===== src/rotate_subtract_skip_alu_defines.svh =====
// Purpose: Offsets, field positions, reset values and constants of the
//          rotate, subtract and skip datapath.
// Assumes: Included by its bare name from the package and the datapath.
// Notes:   Definitions only; offsets, flag positions, reset values and data constants live here.
`ifndef ROTATE_SUBTRACT_SKIP_ALU_DEFINES_SVH
`define ROTATE_SUBTRACT_SKIP_ALU_DEFINES_SVH

// APB byte offsets of the register words.
`define OFS_ACCUMULATOR   8'h00
`define OFS_FLAGS         8'h04
`define OFS_CONTROL       8'h08
`define OFS_SKIP_COUNT    8'h0C

// Bit positions inside the flag register.
`define FLAG_CARRY        0
`define FLAG_AUX_CARRY    1
`define FLAG_ZERO         2
`define FLAG_OVERFLOW     3
`define FLAG_SIGNED_CARRY 4
`define FLAG_COMB_ZERO    5
`define FLAG_WIDTH        6

// Bit position of the enable inside the control register.
`define CTRL_ENABLE       0

// Reset values.
`define RST_ACCUMULATOR   8'h00
`define RST_FLAGS         6'h00
`define RST_ENABLE        1'h1
`define RST_SKIP_COUNT    8'h00

// Data constants.
`define BYTE_ALL_ONES     8'hFF
`define BYTE_ZERO         8'h00
`define BYTE_ONE          8'h01
`define WORD_ZERO         32'h00000000

`endif


===== src/rotate_subtract_skip_alu_pkg.sv =====
// Purpose: Types shared by the datapath and whoever drives it.
// Assumes: The decoder issues one operation code with its modifiers.
// Notes:   Constants live in the defines header, types live here.
`include "rotate_subtract_skip_alu_defines.svh"

package rotate_subtract_skip_alu_pkg;

    // Operation codes accepted from the instruction decoder.
    typedef enum logic [3:0] {
        OP_NONE             = 4'h0,
        OP_ROTATE_LEFT      = 4'h1,
        OP_ROTATE_LEFT_C    = 4'h2,
        OP_ROTATE_RIGHT     = 4'h3,
        OP_ROTATE_RIGHT_C   = 4'h4,
        OP_SUBTRACT_BORROW  = 4'h5,
        OP_SUBTRACT_PLAIN   = 4'h6,
        OP_DECREMENT_SKIP   = 4'h7,
        OP_INCREMENT_SKIP   = 4'h8,
        OP_SET_BYTE         = 4'h9,
        OP_SET_BIT          = 4'hA,
        OP_SKIP_NZ_BYTE     = 4'hB,
        OP_SKIP_NZ_BIT      = 4'hC,
        OP_SWAP_NIBBLES     = 4'hD
    } op_t;

    // Sequencer phase; Gray coded along the issue, second-cycle path.
    typedef enum logic [1:0] {
        PH_ISSUE  = 2'h0,
        PH_SECOND = 2'h1
    } phase_t;

    // Whole state of the datapath, registered in one place.
    typedef struct packed {
        phase_t                   phase;
        logic [7:0]               accumulatorReg;
        logic [`FLAG_WIDTH-1:0]   flags;
        logic                     enable;
        logic [7:0]               skipCount;
        logic                     memWrEn;
        logic [7:0]               memWrData;
        logic                     skipNext;
        logic                     dummyIns;
        logic                     opReady;
        logic                     pready;
        logic [31:0]              prdata;
        logic                     pslverr;
    } alu_state_t;

endpackage


===== src/rotate_subtract_skip_alu.sv =====
// Purpose: Rotate, subtract, step-and-skip, set and swap datapath of an
//          8-bit core, with accumulator and flags reachable over APB.
// Assumes: Inputs synchronous to core_clk; memory byte presented with the
//          operation; memory write performed by the caller on memWrEn.
// Notes:   One operation per cycle; skip operations hold off the next
//          issue for one extra cycle.
`include "rotate_subtract_skip_alu_defines.svh"

// Overview of operation
// RULE_01: Rotate left, bit 7 into bit 0.
// RULE_02: Rotate left through carry, carry updated only.
// RULE_03: Rotate right, bit 0 into bit 7.
// RULE_04: Rotate right through carry, carry updated only.
// RULE_05: Accumulator minus memory minus inverted carry.
// RULE_06: Same with immediate operand, six flags.
// RULE_07: Borrow subtract to memory, accumulator kept.
// RULE_08: Carry clear on negative, set otherwise.
// RULE_09: Plain subtract to accumulator or memory.
// RULE_10: Decrement memory, skip when zero.
// RULE_11: Decrement into accumulator, skip when zero.
// RULE_12: Increment memory, skip when zero.
// RULE_13: Increment into accumulator, skip when zero.
// RULE_14: Skip operations take two cycles, dummy inserted.
// RULE_15: Set byte writes all ones.
// RULE_16: Set bit forces one selected bit.
// RULE_17: Skip when byte or bit non-zero.
// RULE_18: Swap low and high nibbles.
// RULE_19: Swap writes memory, flags untouched.
// RULE_20: Zero flag and arithmetic flags usual meaning.
module rotate_subtract_skip_alu (
    // Clock, reset and freeze.
    input  wire logic                          core_clk,
    input  wire logic                          rst_n,
    input  wire logic                          clkEn,
    // Operation from the instruction decoder.
    input  wire logic                          opValid,
    input  wire rotate_subtract_skip_alu_pkg::op_t opCode,
    input  wire logic                          opToAcc,
    input  wire logic                          opImm,
    input  wire logic [2:0]                    bitSel,
    input  wire logic [7:0]                    memData,
    input  wire logic [7:0]                    immData,
    output logic                               opReady,
    // Results towards data memory and the sequencer.
    output logic                               memWrEn,
    output logic [7:0]                         memWrData,
    output logic                               skipNext,
    output logic                               dummyIns,
    output logic [7:0]                         accumulatorReg,
    output logic [5:0]                         flags,
    // APB slave.
    input  wire logic                          psel,
    input  wire logic                          penable,
    input  wire logic                          pwrite,
    input  wire logic [7:0]                    paddr,
    input  wire logic [31:0]                   pwdata,
    output logic [31:0]                        prdata,
    output logic                               pready,
    output logic                               pslverr
);
    import rotate_subtract_skip_alu_pkg::*;

    // Reset value of the whole state record.
    localparam alu_state_t RESET_ST = '{
        phase:          PH_ISSUE,
        accumulatorReg: `RST_ACCUMULATOR,
        flags:          `RST_FLAGS,
        enable:         `RST_ENABLE,
        skipCount:      `RST_SKIP_COUNT,
        memWrEn:        1'h0,
        memWrData:      `BYTE_ZERO,
        skipNext:       1'h0,
        dummyIns:       1'h0,
        opReady:        1'h1,
        pready:         1'h0,
        prdata:         `WORD_ZERO,
        pslverr:        1'h0
    };

    logic [1:0] rstPipe;   // Reset release synchroniser.
    logic       rstSync;   // Synchronised active-low reset.
    alu_state_t st;        // Registered state.
    alu_state_t next_st;   // Next state from the combinational process.
    logic       issue;     // An operation is accepted this cycle.
    logic       apbDone;   // An APB access completes this cycle.

    // Subtraction with flag calculation; returns {flags, difference}.
    // The chain input lets the borrow form accumulate the combined zero.
    function automatic logic [13:0] subCalc(
        input logic [7:0]             a,
        input logic [7:0]             b,
        input logic                   bin,
        input logic [`FLAG_WIDTH-1:0] f,
        input logic                   chain
    );
        logic [8:0]             d;
        logic [4:0]             lo;
        logic [`FLAG_WIDTH-1:0] nf;
        d  = {1'h0, a} - {1'h0, b} - {8'h00, bin};
        lo = {1'h0, a[3:0]} - {1'h0, b[3:0]} - {4'h0, bin};
        nf = f;
        nf[`FLAG_CARRY]        = ~d[8];                  // see RULE_08
        nf[`FLAG_AUX_CARRY]    = ~lo[4];                 // see RULE_20
        nf[`FLAG_ZERO]         = (d[7:0] == `BYTE_ZERO); // see RULE_20
        nf[`FLAG_OVERFLOW]     = (a[7] ^ b[7]) & (d[7] ^ a[7]);
        nf[`FLAG_SIGNED_CARRY] = nf[`FLAG_OVERFLOW] ^ d[7];
        nf[`FLAG_COMB_ZERO]    = chain ?
            (nf[`FLAG_ZERO] & f[`FLAG_COMB_ZERO]) : nf[`FLAG_ZERO];
        return {nf, d[7:0]};
    endfunction

    // Reset release: assert at once, release after two clean edges.
    always_ff @(posedge core_clk or negedge rst_n) begin
        if (!rst_n) begin
            rstPipe <= 2'h0;
        end else begin
            rstPipe <= {rstPipe[0], 1'h1};
        end
    end
    assign rstSync = rstPipe[1];

    // An access finishes on the edge where our registered ready is seen.
    assign apbDone = psel & penable & st.pready;
    // Operations are taken only while enabled and not in a second cycle.
    assign issue   = opValid & st.opReady & st.enable;

    // Next-state logic: APB first, then the operation, which wins on a
    // collision because the running program owns the accumulator.
    always_comb begin
        logic [13:0] sub;
        logic [7:0]  operand;
        logic [7:0]  res;
        logic        skipOp;
        logic        skipTaken;
        logic        toMem;
        sub       = 14'h0000;
        operand   = opImm ? immData : memData;
        res       = memData;
        skipOp    = 1'h0;
        skipTaken = 1'h0;
        toMem     = ~opToAcc;
        next_st   = st;

        // Pulses drop unless renewed below.
        next_st.memWrEn  = 1'h0;
        next_st.skipNext = 1'h0;

        // APB slave: one wait cycle, then a registered answer.
        next_st.pready  = psel & penable & ~st.pready;
        next_st.pslverr = 1'h0;
        if (psel & penable & ~st.pready) begin
            next_st.prdata = `WORD_ZERO;
            unique case (paddr)
                `OFS_ACCUMULATOR: begin
                    next_st.prdata[7:0] = st.accumulatorReg;
                end
                `OFS_FLAGS: begin
                    next_st.prdata[`FLAG_WIDTH-1:0] = st.flags;
                end
                `OFS_CONTROL: begin
                    next_st.prdata[`CTRL_ENABLE] = st.enable;
                end
                `OFS_SKIP_COUNT: begin
                    next_st.prdata[7:0] = st.skipCount;
                end
                default: begin
                    // Unmapped words read zero and report an error.
                    next_st.pslverr = 1'h1;
                end
            endcase
        end
        if (apbDone & pwrite) begin
            // The skip counter is read-only; writes to it are dropped.
            unique case (paddr)
                `OFS_ACCUMULATOR: begin
                    next_st.accumulatorReg = pwdata[7:0];
                end
                `OFS_FLAGS: begin
                    next_st.flags = pwdata[`FLAG_WIDTH-1:0];
                end
                `OFS_CONTROL: begin
                    next_st.enable = pwdata[`CTRL_ENABLE];
                end
                default: begin
                    next_st.enable = next_st.enable;
                end
            endcase
        end

        // Sequencer: the second cycle of a skip operation.
        unique case (st.phase)
            PH_ISSUE: begin
                next_st.dummyIns = 1'h0;
            end
            PH_SECOND: begin
                // The slot of the skipped instruction is over.
                next_st.phase    = PH_ISSUE;
                next_st.opReady  = 1'h1;
                next_st.dummyIns = 1'h0;
            end
        endcase

        if (issue) begin
            unique case (opCode)
                OP_ROTATE_LEFT: begin
                    res = {memData[6:0], memData[7]};       // see RULE_01
                end
                OP_ROTATE_LEFT_C: begin
                    res = {memData[6:0], st.flags[`FLAG_CARRY]};
                    next_st.flags[`FLAG_CARRY] = memData[7]; // see RULE_02
                end
                OP_ROTATE_RIGHT: begin
                    res = {memData[0], memData[7:1]};       // see RULE_03
                end
                OP_ROTATE_RIGHT_C: begin
                    res = {st.flags[`FLAG_CARRY], memData[7:1]};
                    next_st.flags[`FLAG_CARRY] = memData[0]; // see RULE_04
                end
                OP_SUBTRACT_BORROW: begin
                    // Borrow in is the inverted carry.  see RULE_05 RULE_06
                    sub = subCalc(st.accumulatorReg, operand,
                                  ~st.flags[`FLAG_CARRY], st.flags, 1'h1);
                    res = sub[7:0];
                    next_st.flags = sub[13:8];
                    toMem = ~opToAcc & ~opImm;               // see RULE_07
                end
                OP_SUBTRACT_PLAIN: begin
                    sub = subCalc(st.accumulatorReg, operand,
                                  1'h0, st.flags, 1'h0);      // see RULE_09
                    res = sub[7:0];
                    next_st.flags = sub[13:8];
                    toMem = ~opToAcc & ~opImm;
                end
                OP_DECREMENT_SKIP: begin
                    res       = memData - `BYTE_ONE;  // see RULE_10 RULE_11
                    skipOp    = 1'h1;
                    skipTaken = (res == `BYTE_ZERO);
                end
                OP_INCREMENT_SKIP: begin
                    res       = memData + `BYTE_ONE;  // see RULE_12 RULE_13
                    skipOp    = 1'h1;
                    skipTaken = (res == `BYTE_ZERO);
                end
                OP_SET_BYTE: begin
                    res   = `BYTE_ALL_ONES;                 // see RULE_15
                    toMem = 1'h1;
                end
                OP_SET_BIT: begin
                    res         = memData;
                    res[bitSel] = 1'h1;                     // see RULE_16
                    toMem       = 1'h1;
                end
                OP_SKIP_NZ_BYTE: begin
                    skipOp    = 1'h1;
                    skipTaken = (memData != `BYTE_ZERO);    // see RULE_17
                    toMem     = 1'h0;
                end
                OP_SKIP_NZ_BIT: begin
                    skipOp    = 1'h1;
                    skipTaken = memData[bitSel];            // see RULE_17
                    toMem     = 1'h0;
                end
                OP_SWAP_NIBBLES: begin
                    res   = {memData[3:0], memData[7:4]};   // see RULE_18
                    toMem = 1'h1;                           // see RULE_19
                end
                default: begin
                    // A code outside the set loads the memory byte into the accumulator.
                    toMem = 1'h0;
                end
            endcase

            // Destination: memory write pulse or accumulator load.
            if ((opCode == OP_SKIP_NZ_BYTE) || (opCode == OP_SKIP_NZ_BIT)
                || (opCode == OP_NONE)) begin
                next_st.memWrEn = 1'h0;
            end else if (toMem) begin
                next_st.memWrEn   = 1'h1;
                next_st.memWrData = res;
            end else begin
                next_st.accumulatorReg = res;
            end

            // Skip operations occupy two cycles.  see RULE_14
            if (skipOp) begin
                next_st.phase    = PH_SECOND;
                next_st.opReady  = 1'h0;
                next_st.skipNext = skipTaken;
                next_st.dummyIns = skipTaken;
                if (skipTaken) begin
                    next_st.skipCount = st.skipCount + `BYTE_ONE;
                end
            end
        end
    end

    // Single state register; frozen while the clock enable is low.
    always_ff @(posedge core_clk or negedge rstSync) begin
        if (!rstSync) begin
            st <= RESET_ST;
        end else if (clkEn) begin
            st <= next_st;
        end
    end

    // Outputs come straight from the state record.
    assign opReady        = st.opReady;
    assign memWrEn        = st.memWrEn;
    assign memWrData      = st.memWrData;
    assign skipNext       = st.skipNext;
    assign dummyIns       = st.dummyIns;
    assign accumulatorReg = st.accumulatorReg;
    assign flags          = st.flags;
    assign prdata         = st.prdata;
    assign pready         = st.pready;
    assign pslverr        = st.pslverr;

    // Operand as selected this cycle, visible to the checks below.
    logic [7:0] operandNow;
    assign operandNow = opImm ? immData : memData;
endmodule


===== config.mk =====
export PLATFORM = sky130hd
export DESIGN_NAME = rotate_subtract_skip_alu
export DESIGN_NICKNAME = d
export VERILOG_FILES = /design/src/rotate_subtract_skip_alu_pkg.sv /design/src/rotate_subtract_skip_alu.sv
export VERILOG_INCLUDE_DIRS = /design/src
export SDC_FILE = /design/constraint.sdc
export NUM_CORES = 1
export LEC_CHECK = 0
export BUFFER_PORTS_ARGS = -buffer_cell sky130_fd_sc_hd__buf_2
export CAP_MARGIN = 20
export CORE_ASPECT_RATIO = 1.5
export CORE_UTILIZATION = 59
export CTS_BUF_LIST = sky130_fd_sc_hd__clkbuf_16
export DETAILED_ROUTE_END_ITERATION = 6
export GPL_ROUTABILITY_DRIVEN = 0
export PLACE_DENSITY_LB_ADDON = 0.12
export REMOVE_ABC_BUFFERS = 1
export SLEW_MARGIN = 20
export SYNTH_ARGS = -nofsm -noshare
export SYNTH_HDL_FRONTEND = slang
export SYNTH_SLANG_ARGS = --single-unit

===== constraint.sdc =====
create_clock -name core_clk -period 2.6 [get_ports core_clk]
set_input_delay 0.39 -clock core_clk [delete_from_list [all_inputs] [get_ports core_clk]]
set_output_delay 0.39 -clock core_clk [all_outputs]
set_load 0.005 [all_outputs]

==> results.toml <==
[setup_path]
cpPeakStageDelay_ns = 0.55
crit_path_end_kind = "flop"
path_common_cell = "buf_4"
cp_max_fo = 4
crit_arrival_ns = 3.22
worstReg2RegStart = "accumulatorReg[1]$_DFFE_PN0P_"
crit_path_start = "accumulatorReg[1]$_DFFE_PN0P_"
path_buf_inv = 6
path_delay_family = "compound AO/OA/AOI/OAI gates"
critPathSlowestCell = "a2111oi_4"
crit_type = "reg -> reg"
path_cells = "buf_4, inv_1, fa_2, nand2b_4, buf_4, a2111oi_4, a211oi_4, buf_6, buf_4, buf_4, and3_1, a31oi_1, o22ai_1"
cp.required_ns = 2.76
crit_path_start_kind = "flop"

[floorplanning]
io_pins = 132
fp.dieW_um = 77.36
die_h_um = 115.0
die_area_um2 = 8899
placement_rows = 40
coreArea_um2 = 8158
start_util = 0.6161

[route]
wl_per_cell_um = 21.63
initialDrtViolationCount = 610
postRouteAntennaNets = 0
routed_wl_um = 18860
drt_drc_violations_left = 2
dr.pass1.iters = 7
vias = 5832
viasPerCell = 6.688

[sta]
slew_viol_final = 0
rsz0062_at_grt = "true"
min_period_over_period = 1.176
fmax_ghz = 0.3272
tightest_slew_ns = 0.6545
slew_headroom = 0.5628
fin_ws_ns = -0.4564
finalSetupViolations = 12
hold_ws_ns = 0.3262
finalClockSkew_ns = 0.006888
finalCriticalPeriod_ns = 3.056
timing_hold_violations_final = 0

[min_path]
holdCritPathClass = "reg -> async"

[clock_tree]
clock-sinks = 48
path_clk_slew_ns = 0.06
cts_buffer_depth = 2
cts-htree-levels = 2
clockRootBuffer = "clkbuf_16"
numCtsBuffers = 5
cts_tree = "done"
clk_latency_ns = 0.29

[logic_synthesis]
synth.most_common_cell = "buf_4"
synth_flop_cell = "dfrtp_1"
ys_ff_latch = 48
synth_top_family_by_area = "compound AO/OA/AOI/OAI gates"
synth_xor_area_frac = 0.04854
syn-instance-count = 636
yosysUniqueCellTypes = 86
synth_top_cell_area_share = 0.2290
ys.warnings.count = 0
yosys.area_share.adder = 0.05029
synth_area_leaders = "dfrtp_1 (23%), buf_4 (8.2%), ha_1 (4.2%)"
syn_avg_cell_area_um2 = 7.903
ys_seq_area_frac = 0.2395
netlist_area_um2 = 5026
yosys-mux-area-fraction = 0.05103
synth_edf_count = 0
synth_compound_area_frac = 0.2616
ys_async_sr_fraction = 1.000
synthSimpleGateAreaFrac = 0.2126
synth_top_area_cell = "dfrtp_1"
synth_commonest_cells = "buf_4 (55), nand2_1 (50), nor2_1 (47), dfrtp_1 (46), a21oi_1 (41)"

[place]
numPortBuffers = 83
dpl_cell_area_um2 = 5819
placed_cells = 850
dp_slack_ns = -0.7654
hpwl_um = 13460

[status]
status = "complete, but fails checks"
failed_checks = "design-rule violations, negative setup slack"

[cells_and_area]
fillers = 560
multi_input_comb_area_um2 = 3538
register_area_um2 = 1209
final_util = 0.7836
syn2layout_area_growth_pct = 27.18
final_cells = 872
stdcell_area_um2 = 6392
drive_gt1_frac = 0.3603
nets = 856

[global_routing]
grt_use_total = 0.4082
grt_max_degree = 47
grt-ovfl-total = 0
grt_pass1_wl_um = 28010
grt_pass1_vias = 5378
antenna_found_initial = 1

[power]
p_leak_uw = 0.002983
ir_drop_mv = 0.3441
power_density_nw_per_um2 = 341.0

[run]
maxCapViolations = 0
==> path summary, 6_finish.rpt <==
kind	to	slack, ns	depth (start not counted)
setup / recovery	flags[2]$_DFFE_PN0P_	-0.46	13
hold / removal	accumulatorReg[1]$_DFFE_PN0P_	0.33	0
setup reg to reg	flags[2]$_DFFE_PN0P_	-0.46	13
hold reg to reg	accumulatorReg[1]$_DFFE_PN0P_	0.33	0
max in group asynchronous	accumulatorReg[2]$_DFFE_PN0P_	1.85	0
min in group core_clk	rstPipe[1]$_DFF_PN0_	0.37	0
==> cell usage in the layout (no fill, tap or decap), types with 6 or more instances in the layout <==
master | synthesis | layout
nand3b_1 | 6 | 6
mux2i_1 | 14 | 12
nor2b_1 | 8 | 8
nand4_1 | 9 | 9
o21ai_0 | 40 | 33
xnor2_1 | 13 | 13
buf_4 | 55 | 110
mux2_2 | 7 | 6
xor2_1 | 13 | 11
a221oi_1 | 9 | 8
nand2_1 | 50 | 48
nor2_1 | 47 | 45
conb_1 | 2 | 25
nand2b_1 | 7 | 6
dfrtp_1 | 46 | 44
o22ai_1 | 10 | 10
o21ai_1 | 4 | 7
ha_1 | 17 | 12
a21oi_1 | 41 | 37
buf_2 | 8 | 81
a31oi_1 | 10 | 10
a21o_1 | 6 | 6
nor3_1 | 21 | 18
a22oi_1 | 8 | 8
nand3_1 | 18 | 17
and3_1 | 8 | 6
inv_1 | 24 | 21
==> report_power, final <==
| part | switching (uW) | total [uW] | internal, uW |
|---|---|---|---|
| Sequential | 15.7 | 768 | 752 |
| Combinational | 434 | 777 | 343 |
| Clock | 280 | 635 | 355 |
| Total | 730 | 2180 | 1450 |
==> worst register-to-register path, stage by stage (launching register included) <==
cell	delay, ns
dfrtp_1	0.41
buf_4	0.15
inv_1	0.06
fa_2	0.40
nand2b_4	0.17
buf_4	0.15
a2111oi_4	0.55
a211oi_4	0.12
buf_6	0.16
buf_4	0.13
buf_4	0.13
and3_1	0.20
a31oi_1	0.20
o22ai_1	0.10
==> metrics by stage <==
stage	setup TNS, ns	power (uW)
final	-3.010	2180
after global routing	-4.030	2252
after CTS	-1.672	2110
after detailed placement	-10.48	1415
after global placement	-8.157	1401
after floorplan	-3.176	1074
==> cells by family (layout without fill, tap and decap cells) <==
| kind of cell | after synthesis | after routing |
|---|---|---|
| adders and majority gates | 19 | 19 |
| AOI/OAI and AO/OA | 192 | 192 |
| other | 2 | 26 |
| muxes | 23 | 23 |
| xor gates and xnor gates | 27 | 27 |
| buffers and inverters | 121 | 228 |
| DFF | 48 | 48 |
| and+or+nand+nor | 204 | 204 |
==> what timing repair did <==
action                                 4_1_cts  5_1_grt
setup endpoints to repair                   17       17
setup buffers                                8        4
endpoints found under the hold margin        2        0
pin swaps                                   18       13
gates resized for setup                     44       27
hold buffers                                 1        0
==> sequential cells by signal (all words and copies together) (netlist names) <==
register	count
st	11
accumulatorReg	8
memWrData	8
prdata	8
flags	6
rstPipe	2
memWrEn	1
opReady	1
pready	1
pslverr	1
skipNext	1
==> metal layers <==
metal / part of all wire / up-vias / GRT usage
li1: - / 2506 / -
met4: 0.11 / 0 / 0.3623
met3: 0.091 / 158 / 0.07381
met2: 0.47 / 444 / 0.6926
met5: 0 / - / 0
met1: 0.33 / 2724 / 0.4326
==> layout make-up <==
type / instances / share of cell area
Sequential cell: 48 / 0.1891
Inverter: 25 / 0.01468
Multi-Input combinational cell: 490 / 0.5535
Timing Repair Buffer: 195 / 0.1995
Antenna cell: 1 / 0.0003915
Tap cell: 105 / 0.02055
Clock inverter: 3 / 0.002740
Clock buffer: 5 / 0.01957
No activity file was read; power rests on OpenSTA's default activity.
